**src/ured_pkg.sv**
```systemverilog
// Package for the receive error detection block: offsets, fields, reset values
package ured_pkg;
  // ----------------------------------------
  // Register byte offsets
  // ----------------------------------------
  localparam logic [11:0] ADDR_CTRL = 12'h000;
  localparam logic [11:0] ADDR_STAT = 12'h004;
  localparam logic [11:0] ADDR_RXBUF = 12'h008;
  localparam logic [11:0] ADDR_IMASK = 12'h00C;
  localparam logic [11:0] ADDR_ISTAT = 12'h010;
  // ----------------------------------------
  // Control field positions
  // ----------------------------------------
  localparam int CTRL_MODE_LSB = 0;
  localparam int CTRL_MODE_W = 3;
  localparam int CTRL_RXEN_BIT = 3;
  localparam int CTRL_PAREN_BIT = 4;
  localparam int CTRL_PARODD_BIT = 5;
  localparam int CTRL_STOP2_BIT = 6;
  localparam int CTRL_LEN_LSB = 8;
  localparam logic [2:0] MODE_OFF = 3'h0;
  localparam logic [1:0] LEN_7 = 2'h0;
  localparam logic [1:0] LEN_8 = 2'h1;
  localparam logic [1:0] LEN_9 = 2'h2;
  // ----------------------------------------
  // Status bit positions
  // ----------------------------------------
  localparam int ST_OVR = 0;
  localparam int ST_FRM = 1;
  localparam int ST_PAR = 2;
  localparam int ST_SUM = 3;
  localparam int ST_RXC = 4;
  // Interrupt status: receive request, overrun, framing, parity
  localparam int IRQ_W = 4;
  localparam int IRQ_RX = 0;
  localparam int IRQ_OVR = 1;
  localparam int IRQ_FRM = 2;
  localparam int IRQ_PAR = 3;
  // ----------------------------------------
  // Reset values and timing
  // ----------------------------------------
  localparam logic [10:0] CTRL_RESET = 11'h000;
  localparam logic [IRQ_W-1:0] IMASK_RESET = 4'h0;
  localparam int CLK_HZ = 20000000;
  localparam int BAUD_DEFAULT = 115200;
  localparam int FRAME_MAX = 13;
endpackage : ured_pkg

```
**src/ured_rx.sv**
```systemverilog
// Receive shifter with overrun, framing and parity detection behind APB
`timescale 1ns/1ps
module ured_rx import ured_pkg::*; #(
  parameter int BAUD = BAUD_DEFAULT
) (
  input wire logic pclk,
  input wire logic presetn,
  input wire logic psel,
  input wire logic penable,
  input wire logic pwrite,
  input wire logic [11:0] paddr,
  input wire logic [31:0] pwdata,
  output logic [31:0] prdata,
  output logic pready,
  output logic pslverr,
  input wire logic rxd,
  output logic irq
);
  // ----------------------------------------
  // Bit timing
  // ----------------------------------------
  localparam int DIV = CLK_HZ / BAUD;
  localparam logic [15:0] DIV_FULL = 16'(DIV - 1);
  localparam logic [15:0] DIV_HALF = 16'(DIV / 2 - 1);

  typedef enum logic [1:0] {
    URED_IDLE = 2'b00,
    URED_START = 2'b01,
    URED_DATA = 2'b10
  } ured_state_t;

  // Character length in bits for the length field; the spare code reads as nine
  function automatic logic [3:0] data_len(input logic [1:0] len);
    case (len)
      LEN_7: data_len = 4'h7;
      LEN_8: data_len = 4'h8;
      default: data_len = 4'h9;
    endcase
  endfunction : data_len

  // Bits after the start bit: character, optional parity, one or two stops
  function automatic logic [3:0] frame_bits(input logic [1:0] len, input logic paren, input logic stop2);
    frame_bits = data_len(len) + {3'h0, paren} + {3'h0, stop2} + 4'h1;
  endfunction : frame_bits

  // Character bits of a right-aligned frame, unused upper bits zero
  function automatic logic [8:0] char_bits(input logic [12:0] f, input logic [1:0] len);
    case (len)
      LEN_7: char_bits = {2'b00, f[6:0]};
      LEN_8: char_bits = {1'b0, f[7:0]};
      default: char_bits = f[8:0];
    endcase
  endfunction : char_bits

  // ----------------------------------------
  // Registers
  // ----------------------------------------
  logic rx_s1_q, rx_s2_q;
  logic [10:0] ctrl_q;
  logic [IRQ_W-1:0] imask_q, istat_q, istat_d;
  logic ovr_q, frm_q, par_q, rxc_q;
  logic [8:0] rxbuf_q;
  logic [12:0] shreg_q;
  logic [3:0] cnt_q;
  logic [15:0] tick_q;
  ured_state_t state_q;
  logic [31:0] prdata_q;
  logic irq_q;

  // ----------------------------------------
  // Decoding
  // ----------------------------------------
  wire acc = psel && penable;
  wire wr = acc && pwrite;
  wire rd = acc && !pwrite;
  wire hit_ctrl = paddr == ADDR_CTRL;
  wire hit_stat = paddr == ADDR_STAT;
  wire hit_rxbuf = paddr == ADDR_RXBUF;
  wire hit_imask = paddr == ADDR_IMASK;
  wire hit_istat = paddr == ADDR_ISTAT;
  wire wr_ctrl = wr && hit_ctrl;
  wire rd_buf_low = rd && hit_rxbuf;
  wire [2:0] mode = ctrl_q[CTRL_MODE_LSB +: CTRL_MODE_W];
  wire rx_en = ctrl_q[CTRL_RXEN_BIT] && (mode != MODE_OFF);
  wire paren = ctrl_q[CTRL_PAREN_BIT];
  wire parodd = ctrl_q[CTRL_PARODD_BIT];
  wire stop2 = ctrl_q[CTRL_STOP2_BIT];
  wire [1:0] len = ctrl_q[CTRL_LEN_LSB +: 2];
  // Writing mode zero or enable zero is the clearing event
  wire clr_off = wr_ctrl && ((pwdata[CTRL_MODE_LSB +: CTRL_MODE_W] == MODE_OFF) || !pwdata[CTRL_RXEN_BIT]);
  wire tick = tick_q == 16'h0000;
  wire [3:0] nbits = frame_bits(len, paren, stop2);

  // ----------------------------------------
  // Frame alignment and checks
  // ----------------------------------------
  // Shifted in at the top, so a finished frame sits left-aligned in the shift register
  wire [12:0] shreg_next = {rx_s2_q, shreg_q[12:1]};
  // Judge the frame with the final bit included
  wire [12:0] frn = shreg_next >> (4'd13 - nbits);
  wire [3:0] dlen = data_len(len);
  wire [8:0] datn = char_bits(frn, len);
  wire par_rx = frn[dlen];
  wire [3:0] sp_pos = dlen + {3'h0, paren};
  wire stopn_ok = frn[sp_pos] && (!stop2 || frn[sp_pos + 4'h1]);
  wire parn_bad = paren && ((^datn ^ par_rx) != parodd);
  wire last_bit = (state_q == URED_DATA) && tick && (cnt_q == nbits - 4'h1);
  wire done = last_bit;
  wire ovr_hit = done && rxc_q;
  wire frm_hit = done && !stopn_ok;
  wire par_hit = done && parn_bad;
  // An overrunning frame leaves the receive request as it was
  wire rxreq_hit = done && !rxc_q;

  always_ff @(posedge pclk or negedge presetn) begin
    if (!presetn) begin
      rx_s1_q <= 1'b1;
      rx_s2_q <= 1'b1;
    end else begin
      rx_s1_q <= rxd;
      rx_s2_q <= rx_s1_q;
    end
  end

  // ----------------------------------------
  // Receive shifter
  // ----------------------------------------
  // Restarting at half a bit on the start edge puts every later sample mid-bit
  wire start_edge = (state_q == URED_IDLE) && !rx_s2_q;
  wire [15:0] tick_d = start_edge ? DIV_HALF : tick ? DIV_FULL : tick_q - 16'h0001;

  always_ff @(posedge pclk or negedge presetn) begin
    if (!presetn) begin
      tick_q <= 16'h0000;
    end else if (rx_en) begin
      tick_q <= tick_d;
    end
  end

  always_ff @(posedge pclk or negedge presetn) begin
    if (!presetn) begin
      state_q <= URED_IDLE;
      cnt_q <= 4'h0;
      shreg_q <= 13'h0000;
    end else if (!rx_en) begin
      state_q <= URED_IDLE;
    end else begin
      case (state_q)
        URED_IDLE: begin
          if (start_edge) begin
            state_q <= URED_START;
          end
        end
        URED_START: begin
          // A glitch shorter than half a bit is not a start
          if (tick) begin
            state_q <= rx_s2_q ? URED_IDLE : URED_DATA;
            cnt_q <= 4'h0;
          end
        end
        URED_DATA: begin
          if (tick) begin
            shreg_q <= shreg_next;
            cnt_q <= cnt_q + 4'h1;
            if (last_bit) begin
              state_q <= URED_IDLE;
            end
          end
        end
        default: state_q <= URED_IDLE;
      endcase
    end
  end

  // ----------------------------------------
  // Flags and buffer
  // ----------------------------------------
  // Detection wins over a clear in the same cycle
  always_ff @(posedge pclk or negedge presetn) begin
    if (!presetn) begin
      ovr_q <= 1'b0;
    end else begin
      ovr_q <= ovr_hit | (ovr_q & !clr_off);
    end
  end

  always_ff @(posedge pclk or negedge presetn) begin
    if (!presetn) begin
      frm_q <= 1'b0;
    end else begin
      frm_q <= frm_hit | (frm_q & !(clr_off | rd_buf_low));
    end
  end

  always_ff @(posedge pclk or negedge presetn) begin
    if (!presetn) begin
      par_q <= 1'b0;
    end else begin
      par_q <= par_hit | (par_q & !(clr_off | rd_buf_low));
    end
  end

  // Any read of the buffer counts as the low-byte read, since the bus moves whole words
  always_ff @(posedge pclk or negedge presetn) begin
    if (!presetn) begin
      rxc_q <= 1'b0;
    end else begin
      rxc_q <= done | (rxc_q & !rd_buf_low);
    end
  end

  always_ff @(posedge pclk or negedge presetn) begin
    if (!presetn) begin
      rxbuf_q <= 9'h000;
    end else if (done) begin
      rxbuf_q <= datn;
    end
  end

  wire err_sum = ovr_q | frm_q | par_q;

  // ----------------------------------------
  // Interrupt status and mask
  // ----------------------------------------
  always_comb begin
    istat_d = istat_q;
    if (wr && hit_istat) begin
      istat_d = istat_d & ~pwdata[IRQ_W-1:0];
    end
    if (rxreq_hit) begin
      istat_d[IRQ_RX] = 1'b1;
    end
    if (ovr_hit) begin
      istat_d[IRQ_OVR] = 1'b1;
    end
    if (frm_hit) begin
      istat_d[IRQ_FRM] = 1'b1;
    end
    if (par_hit) begin
      istat_d[IRQ_PAR] = 1'b1;
    end
  end

  always_ff @(posedge pclk or negedge presetn) begin
    if (!presetn) begin
      ctrl_q <= CTRL_RESET;
    end else if (wr_ctrl) begin
      ctrl_q <= pwdata[10:0];
    end
  end

  always_ff @(posedge pclk or negedge presetn) begin
    if (!presetn) begin
      imask_q <= IMASK_RESET;
    end else if (wr && hit_imask) begin
      imask_q <= pwdata[IRQ_W-1:0];
    end
  end

  // Registered level request: irq follows a new mask one cycle late
  always_ff @(posedge pclk or negedge presetn) begin
    if (!presetn) begin
      istat_q <= '0;
      irq_q <= 1'b0;
    end else begin
      istat_q <= istat_d;
      irq_q <= |(istat_d & imask_q);
    end
  end

  // ----------------------------------------
  // APB read path
  // ----------------------------------------
  wire [31:0] stat_w = {27'h0, rxc_q, err_sum, par_q, frm_q, ovr_q};
  // Unmapped offsets fall through to zero and raise no error
  wire [31:0] ctrl_rd = {21'h0, ctrl_q};
  wire [31:0] rxbuf_rd = {23'h0, rxbuf_q};
  wire [31:0] imask_rd = {28'h0, imask_q};
  wire [31:0] istat_rd = {28'h0, istat_q};
  wire [31:0] rmux = hit_ctrl ? ctrl_rd : hit_stat ? stat_w : hit_rxbuf ? rxbuf_rd :
                     hit_imask ? imask_rd : hit_istat ? istat_rd : 32'h0000_0000;

  always_ff @(posedge pclk or negedge presetn) begin
    if (!presetn) begin
      prdata_q <= 32'h0000_0000;
    end else if (psel && !penable && !pwrite) begin
      prdata_q <= rmux;
    end
  end

  assign prdata = prdata_q;
  assign pready = 1'b1;
  assign pslverr = 1'b0;
  assign irq = irq_q;
endmodule : ured_rx

```
**config.mk**
```make
export PLATFORM = sky130hd
export DESIGN_NAME = ured_rx
export DESIGN_NICKNAME = d
export VERILOG_FILES = /design/src/ured_pkg.sv /design/src/ured_rx.sv
export SDC_FILE = /design/constraint.sdc
export NUM_CORES = 1
export LEC_CHECK = 0
export ABC_CLOCK_PERIOD_IN_PS = 4900
export BUFFER_PORTS_ARGS = -buffer_cell sky130_fd_sc_hd__buf_2
export CORE_MARGIN = 1.5
export CORE_UTILIZATION = 51
export DETAILED_ROUTE_END_ITERATION = 10
export GPL_TIMING_DRIVEN = 0
export PLACE_DENSITY = 0.73
export SYNTH_ARGS = -nofsm -noshare
export SYNTH_HDL_FRONTEND = slang
export SYNTH_SLANG_ARGS = --single-unit
```
**constraint.sdc**
```tcl
create_clock -name pclk -period 4.9 [get_ports pclk]
set_input_delay 0.735 -clock pclk [delete_from_list [all_inputs] [get_ports pclk]]
set_output_delay 0.735 -clock pclk [all_outputs]
set_load 0.02 [all_outputs]
```
## Yosys cells after proc, flatten, opt, wreduce, memory -nomap -nowiden

Cells that the tools add are included.
W data, S select, Z words.

| word-level totals | value |
|---|---|
| register bits after elaboration | 102 |
| bits of input ports | 50 |
| output and inout bits | 35 |
| logic and storage cells | 132 |

| operators by class | value |
|---|---|
| add/sub/neg operators | 8 |
| order comparisons | 3 |
| equality and inequality tests | 15 |
| shift operators | 1 |
| mux-type cells | 30 |
| bitwise logic cells | 15 |
| reductions and logical operators | 44 |

Operators by type and width:

| operator | number |
|---|---|
| $mux W16 | 2 |
| $eq A12 B4 Y1 const B | 2 |
| $logic_and A1 B1 Y1 | 20 |
| $mux W4 | 5 |
| $mux W9 | 2 |
| $pmux W9 S2 | 1 |
| $logic_not A16 Y1 | 1 |
| $pmux W4 S2 | 2 |
| $sub A16 B1 Y16 const B | 1 |
| $lt A4 B5 Y1 const B | 3 |
| $shr A13 B4 Y13 | 1 |
| $add A4 B1 Y4 const B | 3 |
| $bmux W1 S4 | 3 |
| $eq A12 B3 Y1 const B | 1 |
| $eq A12 B5 Y1 const B | 1 |
| $logic_not A12 Y1 | 1 |
| $mux W2 | 6 |
| $ne A3 B3 Y1 const B | 4 |
| $mux W11 | 1 |
| $logic_not A1 Y1 | 10 |
| $reduce_xor A9 Y1 | 1 |
| $add A4 B1 Y4 | 2 |
| $and A4 B4 Y4 | 2 |
| $reduce_and A4 Y1 | 2 |
| other kinds (20) | 39 |

## Logic depth before layout (Yosys ltp)

| depth | value |
|---|---|
| depth after elaboration | 16 |
| gate-level depth with buffers | 21 |
| depth with buffers taken out | 17 |

## Worst setup path before layout

OpenSTA, ideal clock, no wires.

| timing path | value |
|---|---|
| kind | register -> register |
| start | register ctrl_q[9] |
| end | register irq_q (netlist: irq) |
| setup time | 0.082 ns |
| arrival time | 4.625 ns |
| data required time | 4.818 ns |
| path slack | 0.193 ns |
| stages on the path, launching flop included | 18 |
| buffers on the path | 4 |
| clock period less this slack | 4.707 ns |
| path through | dfrtp_1 > clkbuf_1 > nand2b_1 > ha_1 > clkbuf_1 > or2_2 > ha_1 > inv_1 > clkbuf_1 > ha_1 > clkbuf_1 > mux4_1 > xor2_1 > a21oi_2 > xnor3_1 > xnor2_1 > nand3_1 > o211ai_2 |

| on the way | value |
|---|---|
| longest elaborated chain between the ends | 16 |
| elaborated cells on any way between the ends | 36 |
| classes of those cells | add/sub: 6; eq/ne: 3; shift: 1; mux: 12; bitwise: 2; reduce/logical: 12 |

RTL lines:

| item | line | source |
|---|---|---|
| from (decl) | ured_rx.sv:59 | `logic [10:0] ctrl_q;` |
| from (signal assigned) | ured_rx.sv:248 | `ctrl_q <= pwdata[10:0];` |
| $eq A2 B1 Y1 / $logic_not A2 Y1 (equally long branches) | ured_rx.sv:34, ured_rx.sv:48 |  |
| $pmux W4 S2 | ured_rx.sv:34 | `case (len)` |
| $add A4 B1 Y4 | ured_rx.sv:43, ured_rx.sv:104 |  |
| $add A4 B1 Y4 (2 in a row) | ured_rx.sv:43 | `frame_bits = data_len(len) + {3'h0, paren} + {3'h0, stop2} + 4'h1;` |
| $sub A4 B4 Y4 | ured_rx.sv:100 | `wire [12:0] frn = shreg_next >> (4'd13 - nbits);` |
| $shr A13 B4 Y13 | ured_rx.sv:100 |  |
| $bmux W1 S4 (tied with other cells) | ured_rx.sv:103 | `wire par_rx = frn[dlen];` |
| $mux W1 (implied by the code) (tied with other cells) | ured_rx.sv:103 |  |
| $xor A1 B1 Y1 / $logic_or A1 B1 Y1 (equally long branches) | ured_rx.sv:106, ured_rx.sv:105 |  |
| $ne A1 B1 Y1 / $logic_and A1 B1 Y1 (equally long branches) | ured_rx.sv:106, ured_rx.sv:105 |  |
| $logic_and A1 B1 Y1 / $logic_not A1 Y1 (equally long branches) | ured_rx.sv:106, ured_rx.sv:110 |  |
| $logic_and A1 B1 Y1, on equally long branches | ured_rx.sv:111, ured_rx.sv:110 |  |
| $mux W1, on equally long branches | ured_rx.sv:239, ured_rx.sv:236 |  |
| $and A4 B4 Y4 * | ured_rx.sv:267 | `irq_q <= \|(istat_d & imask_q);` |
| $reduce_or A4 Y1 * | ured_rx.sv:267 |  |
| to (signal assigned) | ured_rx.sv:267 |  |
| to (decl) | ured_rx.sv:68 | `logic irq_q;` |

Every way passes the cells marked *; elsewhere a longest branch is shown, timed or not. The select of a mux whose other input is x is not followed.
A chain may end at the register's enable or synchronous reset.

## Final worst setup path

| timing path | value |
|---|---|
| start | register ctrl_q[8] |
| end | register irq_q (netlist: irq) |

The elaborated chain is that of the path after synthesis.

==> results.cfg <==
[outcome]
outcome = finished, final reports clean

[final_layout]
num_antenna_cells = 0
layout-drive-gt1-share_pct = 23.4
nets = 608
final_cell_area_um2 = 5370
fin_cells = 664
utilization_pct = 60.7
area_delta_synth_final_pct = 13.6

[synth]
synth_top_family_by_area = simple AND/OR/NAND/NOR gates
synth_fa_ha_area_share_pct = 1.85
synthCells = 481
ys_top_cells_by_area = dfrtp_1 (41%), mux2_2 (7.1%), nand2_1 (5.0%)
synth-simple-area-share_pct = 15.4
ys.flop_type = dfrtp_1
synth_common_cells = dfrtp_1 (78), nand2_1 (63), o21ai_0 (36)
ys_ff_latch = 80
syn-cell-area_um2 = 4730
yosysWarnings = 0
avgSynthCellArea_um2 = 9.82
synth_top_area_share_pct = 41.3
synthArstFlopShare_pct = 100
synth_edf_count = 0
seq_area_frac_synth_pct = 42.4
yosysUniqueCellTypes = 58
synthXorXnorAreaFrac_pct = 4.02
synth_most_common_cell = dfrtp_1
synth_top_cell_by_area = dfrtp_1
synth.area.mux_share_pct = 14.5
synth-compound-area-share_pct = 15.1

[worst_setup_path]
critPathMaxFanout = 12
ff2ff_path_depth = 18
path_cells = clkbuf_1 -> nand2b_1 -> ha_2 -> o21a_1 -> nor2_2 -> inv_1 -> ha_1 -> inv_1 -> clkbuf_4 -> ha_4 -> mux4_2 -> xnor2_1 -> nor2_1 -> a21oi_1 -> xnor3_1 -> xnor2_1 -> nand3_1 -> o211ai_2
r2r_start = ctrl_q[8]$_DFFE_PN0P_
end_kind = flip-flop
arrival_ps = 4890
reg2reg_slack_ps = 290
worstSetupPathType = flip-flop to flip-flop
r2r_end = irq$_DFF_PN0_
required_ps = 5190
cp-start-kind = flip-flop
crit_slowest_cell = mux4_2
critPathMaxStageDelay_ps = 580

[global_route]
grt_overflow = 0
grt_max_degree = 60
grt_pass1_wl_um = 16900
antenna_found_initial = 0
track_usage_pct = 21.3
grt_pass1_vias = 3648

[floorplan]
initial_core_util_pct = 53.4
core_um2 = 8850
die_y_um = 99.3
die_area_um2 = 9850
pin_count = 85
num_rows = 34
die_w_um = 99.3

[timing]
finClkSkew_ps = 18.1
finalCritPeriodShare_pct = 94.0
finalHoldViolCount = 0
relSlewSlack_pct = 18.8
finalMaxSlewViolations = 0
fin_crit_ps = 4610
whs_ps = 236
clock.fmax_ghz = 0.217
tightestPinTransition_ps = 1210
setup_viol = 0
rsz0062_at_grt = no

[clock_tree]
cts_tree = yes
root_buffer = clkbuf_8
clk_pin_slew_ps = 100
clock-sinks = 80
htree_levels = 3
cts_inserted_buffers = 9
clockBufferDepth = 2
clk_latency_ps = 370

[place]
dp.cells = 651
dp_hpwl_um = 7320
dpl_cell_area_um2 = 5170
gp_congestion = 0.851
io_buffer_count = 40

[route]
drc = 0
wl_per_cell_um = 15.0
vias_per_cell = 5.68
wl_um = 9930
drtPass1Iterations = 5
first_iter_violations = 281
ant_nets = 0
via_count = 3771

[power_and_ir_drop]
powerDensity_nw_per_um2 = 234
power.leakage_nw = 2.53
peakVddDrop_mv = 0.107

[worst_hold_path]
hold_path.class = input pin to asynchronous set/reset pin

[run]
drv_cap = 0
## sequential cells by signal, indices dropped and copies added (netlist names)
register  flops
tick_q       16
shreg_q      12
ctrl_q       11
prdata       11
rxbuf_q       9
cnt_q         4
imask_q       4
istat_q       4
state_q       2
frm_q         1
irq           1
ovr_q         1
par_q         1
rx_s1_q       1
rx_s2_q       1
rxc_q         1
## power by group
part	internal (mW)	switching, mW	leakage (nW)
sequential	0.673	0.00626	1.06
clock	0.202	0.259	0.0861
combinational	0.0448	0.0734	1.38
total	0.919	0.339	2.53
## critical path, delay by kind of cell (launching register included)
family          cells  cell delay, ps
fa+ha+maj           3             920
buf+inv             4             790
xor+xnor            3             720
simple gates        4             640
mux                 1             580
compound gates      3             540
flops               1             330
## kinds of logic after synthesis
| group | count (synthesis) |
|---|---|
| muxes | 51 |
| xor gates and xnor gates | 18 |
| buffers and inverters | 57 |
| AOI/OAI and AO/OA | 110 |
| and+or+nand+nor | 156 |
| other | 2 |
| DFF | 80 |
| adders and majority gates | 7 |
## metrics by stage
step / setup WS [ps] / setup TNS (ps) / total power, mW
floorplan: 193 / 0 / 0.763
global placement: -515 / -1490 / 0.806
detailed placement: -566 / -1830 / 0.810
CTS: 2.84 / 0 / 1.26
global route: 52.4 / 0 / 1.31
finish: 295 / 0 / 1.26
## repair_timing
| item | CTS | global route |
|---|---|---|
| endpoints found under the setup margin | 5 | 5 |
| hold buffers | 0 | 0 |
| setup buffers | 0 | 0 |
| gates resized for setup | 7 | 4 |
## metal layers
| metal | vias up | global-route usage [%] | part of all wire [%] | routed length [µm] |
|---|---|---|---|---|
| met5 | - | 0 | 0 | 0 |
| met4 | 0 | 7.48 | 2.0 | 196 |
| met3 | 17 | 5.06 | 5.9 | 588 |
| met2 | 117 | 35.2 | 47 | 4680 |
| met1 | 1790 | 27.5 | 45 | 4460 |
| li1 | 1847 | - | - | - |
## worst max path at each step
| stage | start | to | slack [ps] | cells after the start |
|---|---|---|---|---|
| floorplan | ctrl_q[9]$_DFFE_PN0P_ | irq$_DFF_PN0_ | 190 | 17 |
| global placement | ctrl_q[9]$_DFFE_PN0P_ | irq$_DFF_PN0_ | -510 | 19 |
| detailed placement | ctrl_q[9]$_DFFE_PN0P_ | irq$_DFF_PN0_ | -570 | 19 |
| CTS | ctrl_q[9]$_DFFE_PN0P_ | irq$_DFF_PN0_ | 3 | 17 |
| global route | ctrl_q[8]$_DFFE_PN0P_ | irq$_DFF_PN0_ | 50 | 18 |
| finish | ctrl_q[8]$_DFFE_PN0P_ | irq$_DFF_PN0_ | 290 | 18 |
## placed cells by master (no fill, tap or decap), drive strengths merged, types with 9 or more instances in the layout
master / count
dfrtp: 78
nor4: 9
nor3: 13
xnor2: 11
mux2: 30
o21ai: 36
clkbuf: 26
inv: 15
nand3: 16
conb: 23
nor2: 30
buf: 66
a21oi: 23
mux2i: 12
mux4: 9
nand2: 63
## layout make-up
class                      instances  area, µm²
inverter                          14       57.6
timing repair buffer              41        230
buffer                            40        245
clock inverter                     5       41.3
sequential                        80       2000
tap                              108        135
fill                             745       3480
clock buffer                      11        141
multi-input combinational        365       2510
(Power assumes the default switching activity.)
